<file path="config.mk">
export PLATFORM = sky130hd
export DESIGN_NAME = csc_combiner
export DESIGN_NICKNAME = d
export VERILOG_FILES = /design/src/csc_pkg.sv /design/src/csc_combiner.sv
export SDC_FILE = /design/constraint.sdc
export NUM_CORES = 1
export LEC_CHECK = 0
export BUFFER_PORTS_ARGS = -buffer_cell sky130_fd_sc_hd__buf_2
export CORE_ASPECT_RATIO = 1.1
export CORE_MARGIN = 2
export CORE_UTILIZATION = 40
export CTS_CLUSTER_SIZE = 28
export DETAILED_ROUTE_END_ITERATION = 7
export PLACE_DENSITY = 0.79
export SKIP_CTS_REPAIR_TIMING = 1
export SYNTH_ARGS = -nofsm -noshare
export SYNTH_HDL_FRONTEND = slang
export SYNTH_SLANG_ARGS = --single-unit
</file>
<file path="constraint.sdc">
create_clock -name clock -period 2.1 [get_ports clock]
set_input_delay 0.42 -clock clock [delete_from_list [all_inputs] [get_ports clock]]
set_output_delay 0.42 -clock clock [all_outputs]
set_load 0.05 [all_outputs]
</file>
<file path="src/csc_pkg.sv">
// package with register map, selector codes and control word layout
// Operation
// integrator matches link speed to master
// link speed settable only from panel
// each function has two-bit source selector
// selectors reset to logic OR
// serial mode uses serial bit only
// AND mode needs both sources
// coast terminal and bit 03 active low
// coast run truth table per mode
// quick stop terminal and bit 04 low
// quick stop run truth table per mode
// dc brake terminal and bit 02 low
// dc brake run truth table per mode
// start truth table per mode
// reverse truth table per mode
// outputs recomputed each cycle from latched inputs
package csc_pkg;
    typedef enum logic [1:0] {
        CSC_SRC_TERM,
        CSC_SRC_SER,
        CSC_SRC_AND,
        CSC_SRC_OR
    } csc_src_e;

    typedef logic [31:0] csc_word_t;

    // register byte addresses
    localparam logic [7:0]  CSC_ADDR_SEL    = 8'h00;
    localparam logic [7:0]  CSC_ADDR_RATE   = 8'h04;
    localparam logic [7:0]  CSC_ADDR_STATUS = 8'h08;
    localparam logic [7:0]  CSC_ADDR_CWORD  = 8'h0c;

    // selector field positions inside the selector register
    localparam int          CSC_SEL_COAST   = 0;
    localparam int          CSC_SEL_QSTOP   = 2;
    localparam int          CSC_SEL_DCBRK   = 4;
    localparam int          CSC_SEL_START   = 6;
    localparam int          CSC_SEL_REV     = 8;
    localparam int          CSC_SEL_WIDTH   = 10;
    localparam logic [9:0]  CSC_SEL_RST     = 10'h3ff;

    // link speed code, 9600 baud by default
    localparam int          CSC_RATE_WIDTH  = 3;
    localparam logic [2:0]  CSC_RATE_RST    = 3'h5;

    // control word bit positions
    localparam int          CSC_CW_DCBRK    = 2;
    localparam int          CSC_CW_COAST    = 3;
    localparam int          CSC_CW_QSTOP    = 4;
    localparam int          CSC_CW_START    = 6;
    localparam int          CSC_CW_REV      = 15;
    localparam logic [15:0] CSC_CW_RST      = 16'h0000;

    // idle pin levels: stop inputs high, start and reverse low
    localparam logic [4:0]  CSC_PIN_RST     = 5'h07;
endpackage : csc_pkg

</file>
<file path="src/csc_combiner.sv">
// terminal and serial command combiner with wishbone register access
//
// Added by the designer: register access over Wishbone and the register offsets.
`timescale 1ns/1ps
module csc_combiner (
    input  wire logic                        clock,         // 125 mhz
    input  wire logic                        rst,           // async, high
    input  wire logic [7:0]                  wb_adr_i,      // byte address
    input  wire logic [31:0]                 wb_dat_i,      // write data
    output logic      [31:0]                 wb_dat_o,      // read data
    input  wire logic [3:0]                  wb_sel_i,      // byte enables
    input  wire logic                        wb_we_i,       // write
    input  wire logic                        wb_cyc_i,      // cycle
    input  wire logic                        wb_stb_i,      // strobe
    output logic                             wb_ack_o,      // acknowledge
    input  wire logic [15:0]                 ctrl_word,     // serial word
    input  wire logic                        ctrl_word_vld, // word accepted
    input  wire logic                        term_coast_n,  // pin, low=coast
    input  wire logic                        term_qstop_n,  // pin, low=qstop
    input  wire logic                        term_dcbrk_n,  // pin, low=brake
    input  wire logic                        term_start,    // pin, high=start
    input  wire logic                        term_rev,      // pin, high=ccw
    input  wire logic                        panel_rate_we, // panel write
    input  wire logic [csc_pkg::CSC_RATE_WIDTH-1:0] panel_rate, // panel code
    output logic [csc_pkg::CSC_RATE_WIDTH-1:0] link_rate,   // speed code
    output logic                             run_coast,     // 1=no coast
    output logic                             run_qstop,     // 1=no qstop
    output logic                             run_dcbrk,     // 1=no brake
    output logic                             start_cmd,     // 1=start
    output logic                             rev_ccw        // 1=ccw
);
    import csc_pkg::*;

    // merge two active-high requests according to a selector
    function automatic logic merge(input logic [1:0] sel,
                                   input logic t, input logic s);
        logic r;
        r = 1'b0;
        case (csc_src_e'(sel))
            CSC_SRC_TERM: r = t;
            CSC_SRC_SER:  r = s;
            CSC_SRC_AND:  r = t & s;
            CSC_SRC_OR:   r = t | s;
            default:      r = 1'b0;
        endcase
        return r;
    endfunction : merge

    // run permit for an active-low stop: merge the stop requests
    function automatic logic run_low(input logic [1:0] sel,
                                     input logic t_n, input logic s_n);
        return ~merge(sel, ~t_n, ~s_n);
    endfunction : run_low

    // terminal synchronisers, reset to idle levels so no false start
    logic [4:0] pin_meta;
    logic [4:0] pin_sync;
    always_ff @(posedge clock or posedge rst) begin
        if (rst) begin
            pin_meta <= CSC_PIN_RST;
            pin_sync <= CSC_PIN_RST;
        end else begin
            pin_meta <= {term_rev, term_start, term_dcbrk_n,
                         term_qstop_n, term_coast_n};
            pin_sync <= pin_meta;
        end
    end
    logic t_coast_n, t_qstop_n, t_dcbrk_n, t_start, t_rev;
    assign t_coast_n = pin_sync[0];
    assign t_qstop_n = pin_sync[1];
    assign t_dcbrk_n = pin_sync[2];
    assign t_start   = pin_sync[3];
    assign t_rev     = pin_sync[4];

    // configuration and latched control word
    logic [CSC_SEL_WIDTH-1:0]  sel, next_sel;
    logic [CSC_RATE_WIDTH-1:0] next_link_rate;
    logic [15:0]               cw, next_cw;
    logic                      bus_req, bus_wr;
    logic [31:0]               next_dat;
    logic [31:0]               wmask;

    assign bus_req = wb_cyc_i & wb_stb_i & ~wb_ack_o;
    assign bus_wr  = bus_req & wb_we_i;
    assign wmask   = {{8{wb_sel_i[3]}}, {8{wb_sel_i[2]}},
                      {8{wb_sel_i[1]}}, {8{wb_sel_i[0]}}};

    logic [1:0] s_coast, s_qstop, s_dcbrk, s_start, s_rev;
    assign s_coast = sel[CSC_SEL_COAST +: 2];
    assign s_qstop = sel[CSC_SEL_QSTOP +: 2];
    assign s_dcbrk = sel[CSC_SEL_DCBRK +: 2];
    assign s_start = sel[CSC_SEL_START +: 2];
    assign s_rev   = sel[CSC_SEL_REV   +: 2];

    always_comb begin
        next_sel       = sel;
        next_link_rate = link_rate;
        next_cw        = cw;
        if (bus_wr && wb_adr_i == CSC_ADDR_SEL) begin
            next_sel = (sel & ~wmask[CSC_SEL_WIDTH-1:0])
                     | (wb_dat_i[CSC_SEL_WIDTH-1:0]
                        & wmask[CSC_SEL_WIDTH-1:0]);
        end
        // bus and serial link have no path to the speed code
        if (panel_rate_we) begin
            next_link_rate = panel_rate;
        end
        if (ctrl_word_vld) begin
            next_cw = ctrl_word;
        end
    end

    always_ff @(posedge clock or posedge rst) begin
        if (rst) begin
            sel       <= CSC_SEL_RST;
            link_rate <= CSC_RATE_RST;
            cw        <= CSC_CW_RST;
        end else begin
            sel       <= next_sel;
            link_rate <= next_link_rate;
            cw        <= next_cw;
        end
    end

    // combined commands, registered every cycle
    logic next_run_coast, next_run_qstop, next_run_dcbrk;
    logic next_start_cmd, next_rev_ccw;
    always_comb begin
        next_run_coast = run_low(s_coast, t_coast_n,
                                 cw[CSC_CW_COAST]);
        next_run_qstop = run_low(s_qstop, t_qstop_n,
                                 cw[CSC_CW_QSTOP]);
        next_run_dcbrk = run_low(s_dcbrk, t_dcbrk_n,
                                 cw[CSC_CW_DCBRK]);
        next_start_cmd = merge(s_start, t_start,
                               cw[CSC_CW_START]);
        next_rev_ccw   = merge(s_rev, t_rev, cw[CSC_CW_REV]);
    end

    always_ff @(posedge clock or posedge rst) begin
        if (rst) begin
            run_coast <= 1'b0;
            run_qstop <= 1'b0;
            run_dcbrk <= 1'b0;
            start_cmd <= 1'b0;
            rev_ccw   <= 1'b0;
        end else begin
            run_coast <= next_run_coast;
            run_qstop <= next_run_qstop;
            run_dcbrk <= next_run_dcbrk;
            start_cmd <= next_start_cmd;
            rev_ccw   <= next_rev_ccw;
        end
    end

    // wishbone read mux, unmapped reads as zero
    always_comb begin
        next_dat = 32'h0000_0000;
        if (wb_adr_i == CSC_ADDR_SEL) begin
            next_dat[CSC_SEL_WIDTH-1:0] = sel;
        end else if (wb_adr_i == CSC_ADDR_RATE) begin
            next_dat[CSC_RATE_WIDTH-1:0] = link_rate;
        end else if (wb_adr_i == CSC_ADDR_STATUS) begin
            next_dat[9:0] = {t_rev, t_start, t_dcbrk_n, t_qstop_n,
                             t_coast_n, rev_ccw, start_cmd,
                             run_dcbrk, run_qstop, run_coast};
        end else if (wb_adr_i == CSC_ADDR_CWORD) begin
            next_dat[15:0] = cw;
        end
    end

    always_ff @(posedge clock or posedge rst) begin
        if (rst) begin
            wb_ack_o <= 1'b0;
            wb_dat_o <= 32'h0000_0000;
        end else begin
            wb_ack_o <= bus_req;
            wb_dat_o <= bus_req ? next_dat : 32'h0000_0000;
        end
    end
endmodule : csc_combiner

</file>
Word-level counts from Yosys, hierarchy flattened --
Cells that the tools add are included.
Storage, ports and cells: bits in registers 61, output and inout bits 41, logic and storage cells 77
Operators by class: eq/ne operators 18, multiplexer cells 13, bitwise gates (word level) 27, reduce and logical (&&, ||, !) cells 7
Operators with widths (count):
- $mux 16 | 2
- $and 10x10->10 | 2
- $eq 2x2->1 const B | 10
- $mux 10 | 2
- $pmux 1 s4 | 5
- $eq 8x4->1 const B | 2
- $mux 13 | 1
- $mux 6 | 2
- $eq 2x1->1 const B | 5
- $logic_not 2->1 | 5
- $not 1->1 | 10
- $not 10->10 | 1
- $or 10x10->10 | 1
- $and 1x1->1 | 8
- $eq 8x3->1 const B | 1
- $logic_not 8->1 | 1
- $or 1x1->1 | 5
- $mux 3 | 1
- $logic_and 1x1->1 | 1

Longest topological paths before layout --
Gate-level depths: netlist of the first run.
word-level depth 6, mapped depth 5, gate-level depth less buffers 3

Worst setup path after synthesis of the first run --
No wires, ideal clock.
path kind input-to-reg, from input wb_adr_i[1], to register (tool-made name), setup time 0.082 ns, data arrival time 1.833 ns, setup slack 0.185 ns, stages on the path 3, path buffers 0, cells stage by stage or4_4 nor4_4 mux2_2
RTL lines:
- start: declaration | RTL line csc_combiner.sv:8 | input wire logic [7:0] wb_adr_i,

==> results_dict.tcl, run 1 <==
set metrics [dict create \
    final-seq-area_um2 1550 \
    critical_path_arrival_ns 1.93 \
    grt_pass1_vias 1606 \
    clock_tree.root_cell "sky130_fd_sc_hd__clkbuf_8" \
    worst_setup_path_end_kind "flip-flop" \
    crit_slowest_cell "sky130_fd_sc_hd__or4_4" \
    multi_input_area_um2 885 \
    residual_drc 0 \
    cts.clk_slew.worst_paths_ns 0.06 \
    layout-drive-gt1-share 0.561 \
    timing.setup.tns_ns 0 \
    p_leak_nw 1.59 \
    reg2regPathDepth 4 \
    finalPower_mw 2.49 \
    grt_antenna_before_repair 0 \
    post-route-worst-setup-slack_ns 0.425 \
    grt_total_usage 0.159 \
    synthesis.area_per_instance_um2 14.0 \
    cp_slowest_stage_delay_ns 0.57 \
    critical_path.reg2reg.startpoint "wb_ack_o" \
    detail_route.wl_per_cell_um 14.5 \
    place_hpwl_um 3710 \
    drt_wl_total_um 5100 \
    die-width_um 79.9 \
    reg2reg_slack_ns 0.51 \
    ant_nets_after_route 0 \
    yosysWarningCount 0 \
    grt_start_max_net_pins 62 \
    vias_per_cell 4.56 \
    hold_path_class "in2async" \
    skew_ns 0.00515 \
    post-route-util 0.514 \
    worstPathCellList "buf_2 > or4_4 > nor4_4 > buf_12 > mux2_2" \
    yosysSeqAreaShare 0.612 \
    netlist_area_um2 2530 \
    critical_path_peak_fanout 8 \
    timing.final.crit_period_ns 1.68 \
    finalWeightedCongestion 0.737 \
    max-clock-path-buffers 2 \
    setup_repair_after_global_routing_missed_its_margin "false" \
    peakVddDrop_mv 0.306 \
    detail_route.first_pass.iterations 4 \
    clock_sinks 61 \
    number_of_diodes 0 \
    worst-setup-path-type "in2reg" \
    hold_slack_ns 0.139 \
    critPathRequiredTime_ns 2.36 \
    synth_seq_cells 61 \
    core_area_um2 6160 \
    cts.htree.levels 3 \
    run_status "completed" \
    hold_viol_final 0 \
    grt_first_pass_wirelength_um 8040 \
    syn2layout_area_growth_pct 24.9 \
    power-per-cell-area_nw_per_um2 787 \
    fin_crit_sh 0.798 \
    cell_count_after_synthesis 181 \
    timing.final.setup_violations 0 \
    route.vias.total 1600 \
    fmax_mhz 597 \
    nFillCells 565 \
    grt.overflow.total 0 \
    initial_utilization 0.411 \
    detailedRoute.firstIterationViolations 37 \
    synth_cell_types 33 \
    final_max_slew_viol_count 0 \
    clock_tree_from_tritoncts "done" \
    finalNetCount 341 \
    io-pin-count 116 \
    startpoint_type "primary input" \
    floorplan.rows 30 \
    tritoncts.num_buffers 9 \
    floorplan.die.height_um 87.5 \
    die_area_um2 6980 \
    port_buffers 75 \
    cap_viol_max_count 0 \
    pre_cts_slack_ns 0.0737 \
    clk_latency_ns 0.33 \
]
## metrics by stage
step	area, um2	std cells
detailed placement	2990	335
CTS	3160	351
finish	3160	351
global route	3160	351
global placement	2990	335
floorplan	2590	196
## final cells by class
type,count,area share
Sequential cell,61,0.490
Multi-Input combinational cell,110,0.280
Timing Repair Buffer,81,0.141
Clock buffer,15,0.0526
Tap cell,80,0.0317
Inverter,3,0.00356
Clock inverter,1,0.00158
## per-layer routing
metal | vias to the layer above | GRT usage | share of wire
met2 | 56 | 0.256 | 0.50
met5 | - | 0 | 0
met4 | 0 | 0.0801 | 0.023
met3 | 10 | 0.0602 | 0.070
met1 | 766 | 0.187 | 0.41
li1 | 768 | - | -
## placed cells by master (no fill, tap or decap), types with 2 or more instances in the layout
cell type,synthesis,final
sky130_fd_sc_hd__clkbuf_8,0,11
sky130_fd_sc_hd__clkbuf_1,4,4
sky130_fd_sc_hd__conb_1,1,16
sky130_fd_sc_hd__buf_12,0,2
sky130_fd_sc_hd__and3_1,6,6
sky130_fd_sc_hd__and2_1,4,4
sky130_fd_sc_hd__nor2b_1,2,2
sky130_fd_sc_hd__mux4_2,3,3
sky130_fd_sc_hd__xor2_1,3,3
sky130_fd_sc_hd__buf_2,1,75
sky130_fd_sc_hd__dfstp_2,18,18
sky130_fd_sc_hd__or2_2,6,6
sky130_fd_sc_hd__inv_1,3,2
sky130_fd_sc_hd__buf_4,16,4
sky130_fd_sc_hd__a2bb2oi_1,2,2
sky130_fd_sc_hd__o22a_1,2,2
sky130_fd_sc_hd__mux2_2,29,29
sky130_fd_sc_hd__nand2_1,7,7
sky130_fd_sc_hd__dfrtp_1,43,43
sky130_fd_sc_hd__nor2_1,3,3
sky130_fd_sc_hd__a21oi_1,6,6
sky130_fd_sc_hd__mux2i_1,7,7
sky130_fd_sc_hd__o21ai_0,3,3
## cell usage after synthesis, drive strengths merged
cell type / number / area, um2
a2bb2oi: 2 / 17.5
xnor2: 1 / 8.76
inv: 3 / 11.3
clkbuf: 4 / 15.0
nand4bb: 1 / 11.3
or2: 6 / 37.5
a22o: 1 / 8.76
or4bb: 1 / 11.3
a21oi: 6 / 30.0
xor2: 3 / 26.3
nand2b: 1 / 6.26
mux4: 3 / 67.6
or3: 1 / 6.26
mux2: 29 / 327
nand2: 7 / 26.3
nand3b: 1 / 7.51
buf: 18 / 129
or4: 1 / 11.3
conb: 1 / 3.75
nor4: 2 / 27.5
o22a: 2 / 17.5
o21ai: 3 / 15.0
and3: 6 / 37.5
nor2: 3 / 11.3
mux2i: 7 / 70.1
dfrtp: 43 / 1080
nor3: 1 / 5.00
nor2b: 2 / 12.5
and2: 4 / 25.0
dfstp: 18 / 473
## kinds of logic after synthesis
| family | count (synthesis) | share of synthesized area |
|---|---|---|
| and+or+nand+nor | 37 | 0.0934 |
| AOI/OAI and AO/OA | 14 | 0.0351 |
| other | 1 | 0.00148 |
| DFF | 61 | 0.612 |
| buffers and inverters | 25 | 0.0613 |
| muxes | 39 | 0.183 |
| xor gates and xnor gates | 4 | 0.0138 |
## power by group
group | internal (mW) | switching (mW)
combinational | 0.114 | 0.199
sequential | 1.24 | 0.0341
clock | 0.493 | 0.408
## how the worst max path moves through the flow
stage	startpoint	end	slack [ns]	cells past startpoint
detailed placement	wb_adr_i[1]	flip-flop	0.07	5
finish	wb_adr_i[1]	flip-flop	0.42	5
CTS	wb_adr_i[1]	flip-flop	0.42	5
global placement	wb_adr_i[1]	flip-flop	0.08	5
floorplan	wb_adr_i[1]	flip-flop	0.18	3
global route	wb_ack_o	flip-flop	0.38	4
## worst max-delay path, delay by kind of cell
family	cells	cell delay, ns
mux	1	0.33
simple gates	2	0.91
buf+inv	2	0.26
Power figures use the tool's default switching activity.
==> run 2, diff against run 1 <==
clock period = 1.59 ns   (was 2.1 ns; I/O delays follow)
==> results_dict.tcl, run 2 (synthesis results as in run 1) <==
set metrics [dict create \
    grt_first_pass_wirelength_um 7910 \
    grt_start_max_net_pins 62 \
    initial_utilization 0.411 \
    cell_area_after_layout_um2 3220 \
    fmax_mhz 631 \
    core_area_um2 6160 \
    clock_sinks 61 \
    worstPathCellList "buf_2 > or4_4 > nor4_4 > buf_12 > mux2_2" \
    power-per-cell-area_nw_per_um2 1050 \
    final_max_slew_viol_count 0 \
    cp_slowest_stage_delay_ns 0.56 \
    timing.final.crit_period_ns 1.59 \
    cap_viol_max_count 0 \
    critical_path_arrival_ns 1.84 \
    p_leak_nw 1.60 \
    grt_antenna_before_repair 0 \
    io-pin-count 116 \
    run_status "completed" \
    floorplan.die.height_um 87.5 \
    critPathRequiredTime_ns 1.84 \
    nFillCells 545 \
    setup_repair_after_global_routing_missed_its_margin "true" \
    die-width_um 79.9 \
    number_of_diodes 0 \
    peakVddDrop_mv 0.699 \
    detail_route.first_pass.iterations 4 \
    clock_tree.root_cell "sky130_fd_sc_hd__clkbuf_8" \
    syn2layout_area_growth_pct 27.2 \
    layout_commonest_cell "sky130_fd_sc_hd__buf_2" \
    die_area_um2 6980 \
    fin_crit_sh 0.997 \
    route.vias.total 1611 \
    floorplan.rows 30 \
    layout-drive-gt1-share 0.575 \
    hold_path_class "in2async" \
    detailedRoute.firstIterationViolations 112 \
    mostFrequentLayoutCells "75 x sky130_fd_sc_hd__buf_2, 42 x sky130_fd_sc_hd__dfrtp_1, 25 x sky130_fd_sc_hd__mux2_2, 18 x sky130_fd_sc_hd__dfstp_2, 16 x sky130_fd_sc_hd__conb_1" \
    dpl-instance-area_um2 3010 \
    finalNetCount 343 \
    cts.htree.levels 3 \
    hold_viol_final 0 \
    place_hpwl_um 3600 \
    ant_nets_after_route 0 \
    critical_path_peak_fanout 8 \
    tritoncts.num_buffers 9 \
    grt_total_usage 0.154 \
    skew_ns 0.00788 \
    grt_pass1_vias 1619 \
    vias_per_cell 4.56 \
    worst-setup-path-type "in2reg" \
    residual_drc 0 \
    drt_wl_total_um 5050 \
    clk_latency_ns 0.33 \
    timing.final.setup_violations 0 \
    cts.clk_slew.worst_paths_ns 0.06 \
    port_buffers 75 \
    startpoint_type "primary input" \
    grt.overflow.total 0 \
    worst_setup_path_end_kind "flip-flop" \
    crit_slowest_cell "sky130_fd_sc_hd__or4_4" \
    cp_top_family "simple AND/OR/NAND/NOR gates" \
    finalWeightedCongestion 0.734 \
    max-clock-path-buffers 2 \
    cp_num_buf_inv 2 \
    detail_route.wl_per_cell_um 14.3 \
    finalPower_mw 3.39 \
    clock_tree_from_tritoncts "done" \
]
run 2: report_power, final:
part | total [mW] | switching [mW] | internal, mW
logic | 0.416 | 0.262 | 0.154
clock network | 1.29 | 0.548 | 0.740
registers | 1.68 | 0.0453 | 1.64
run 2: final timing paths:
path,endpoint,from,slack [ns],depth (start not counted)
max,flip-flop,wb_adr_i[1],0.005,5
min,rev_ccw,rst,0.07,3
max reg2reg,flip-flop,wb_ack_o,0.01,4
min reg2reg,pin_sync[3],pin_meta[3],0.34,0
max in group asynchronous,asynchronous set/reset pin,rst,1.22,3
min in group clock,pin_meta[2],term_dcbrk_n,0.08,1
run 2: tightest hold or removal path, stage by stage:
cell	delay (ns)
sky130_fd_sc_hd__buf_2	0.11
sky130_fd_sc_hd__clkinvlp_4	0.07
sky130_fd_sc_hd__buf_12	0.28
run 2: per-layer routing:
metal | wire length, um | global-route usage | share of wire | vias up
met5 | 0 | 0 | 0 | -
met4 | 85 | 0.0740 | 0.017 | 0
met3 | 320 | 0.0456 | 0.063 | 9
met2 | 2430 | 0.247 | 0.48 | 53
met1 | 2220 | 0.193 | 0.44 | 784
li1 | - | - | - | 765
run 2: cell type report:
type / instances / area [um2] / share of cell area
multi-input combinational: 110 / 905 / 0.281
tap: 80 / 100 / 0.0311
inverter: 3 / 15.0 / 0.00466
clock buffer: 16 / 190 / 0.0591
sequential: 61 / 1550 / 0.481
timing repair buffer: 83 / 460 / 0.143
run 2: stage by stage:
step,hold WS [ns],util,setup slack [ns],TNS (ns),std cells
after global routing,0.0685,0.523,-0.0391,-0.227,353
after global placement,0.335,0.489,-0.300,-4.09,337
after detailed placement,0.335,0.489,-0.313,-4.28,337
final,0.0666,0.523,0.00481,0,353
after floorplan,0.322,-,-0.203,-1.86,196
after CTS,0.0705,0.520,-0.0193,-0.0783,353
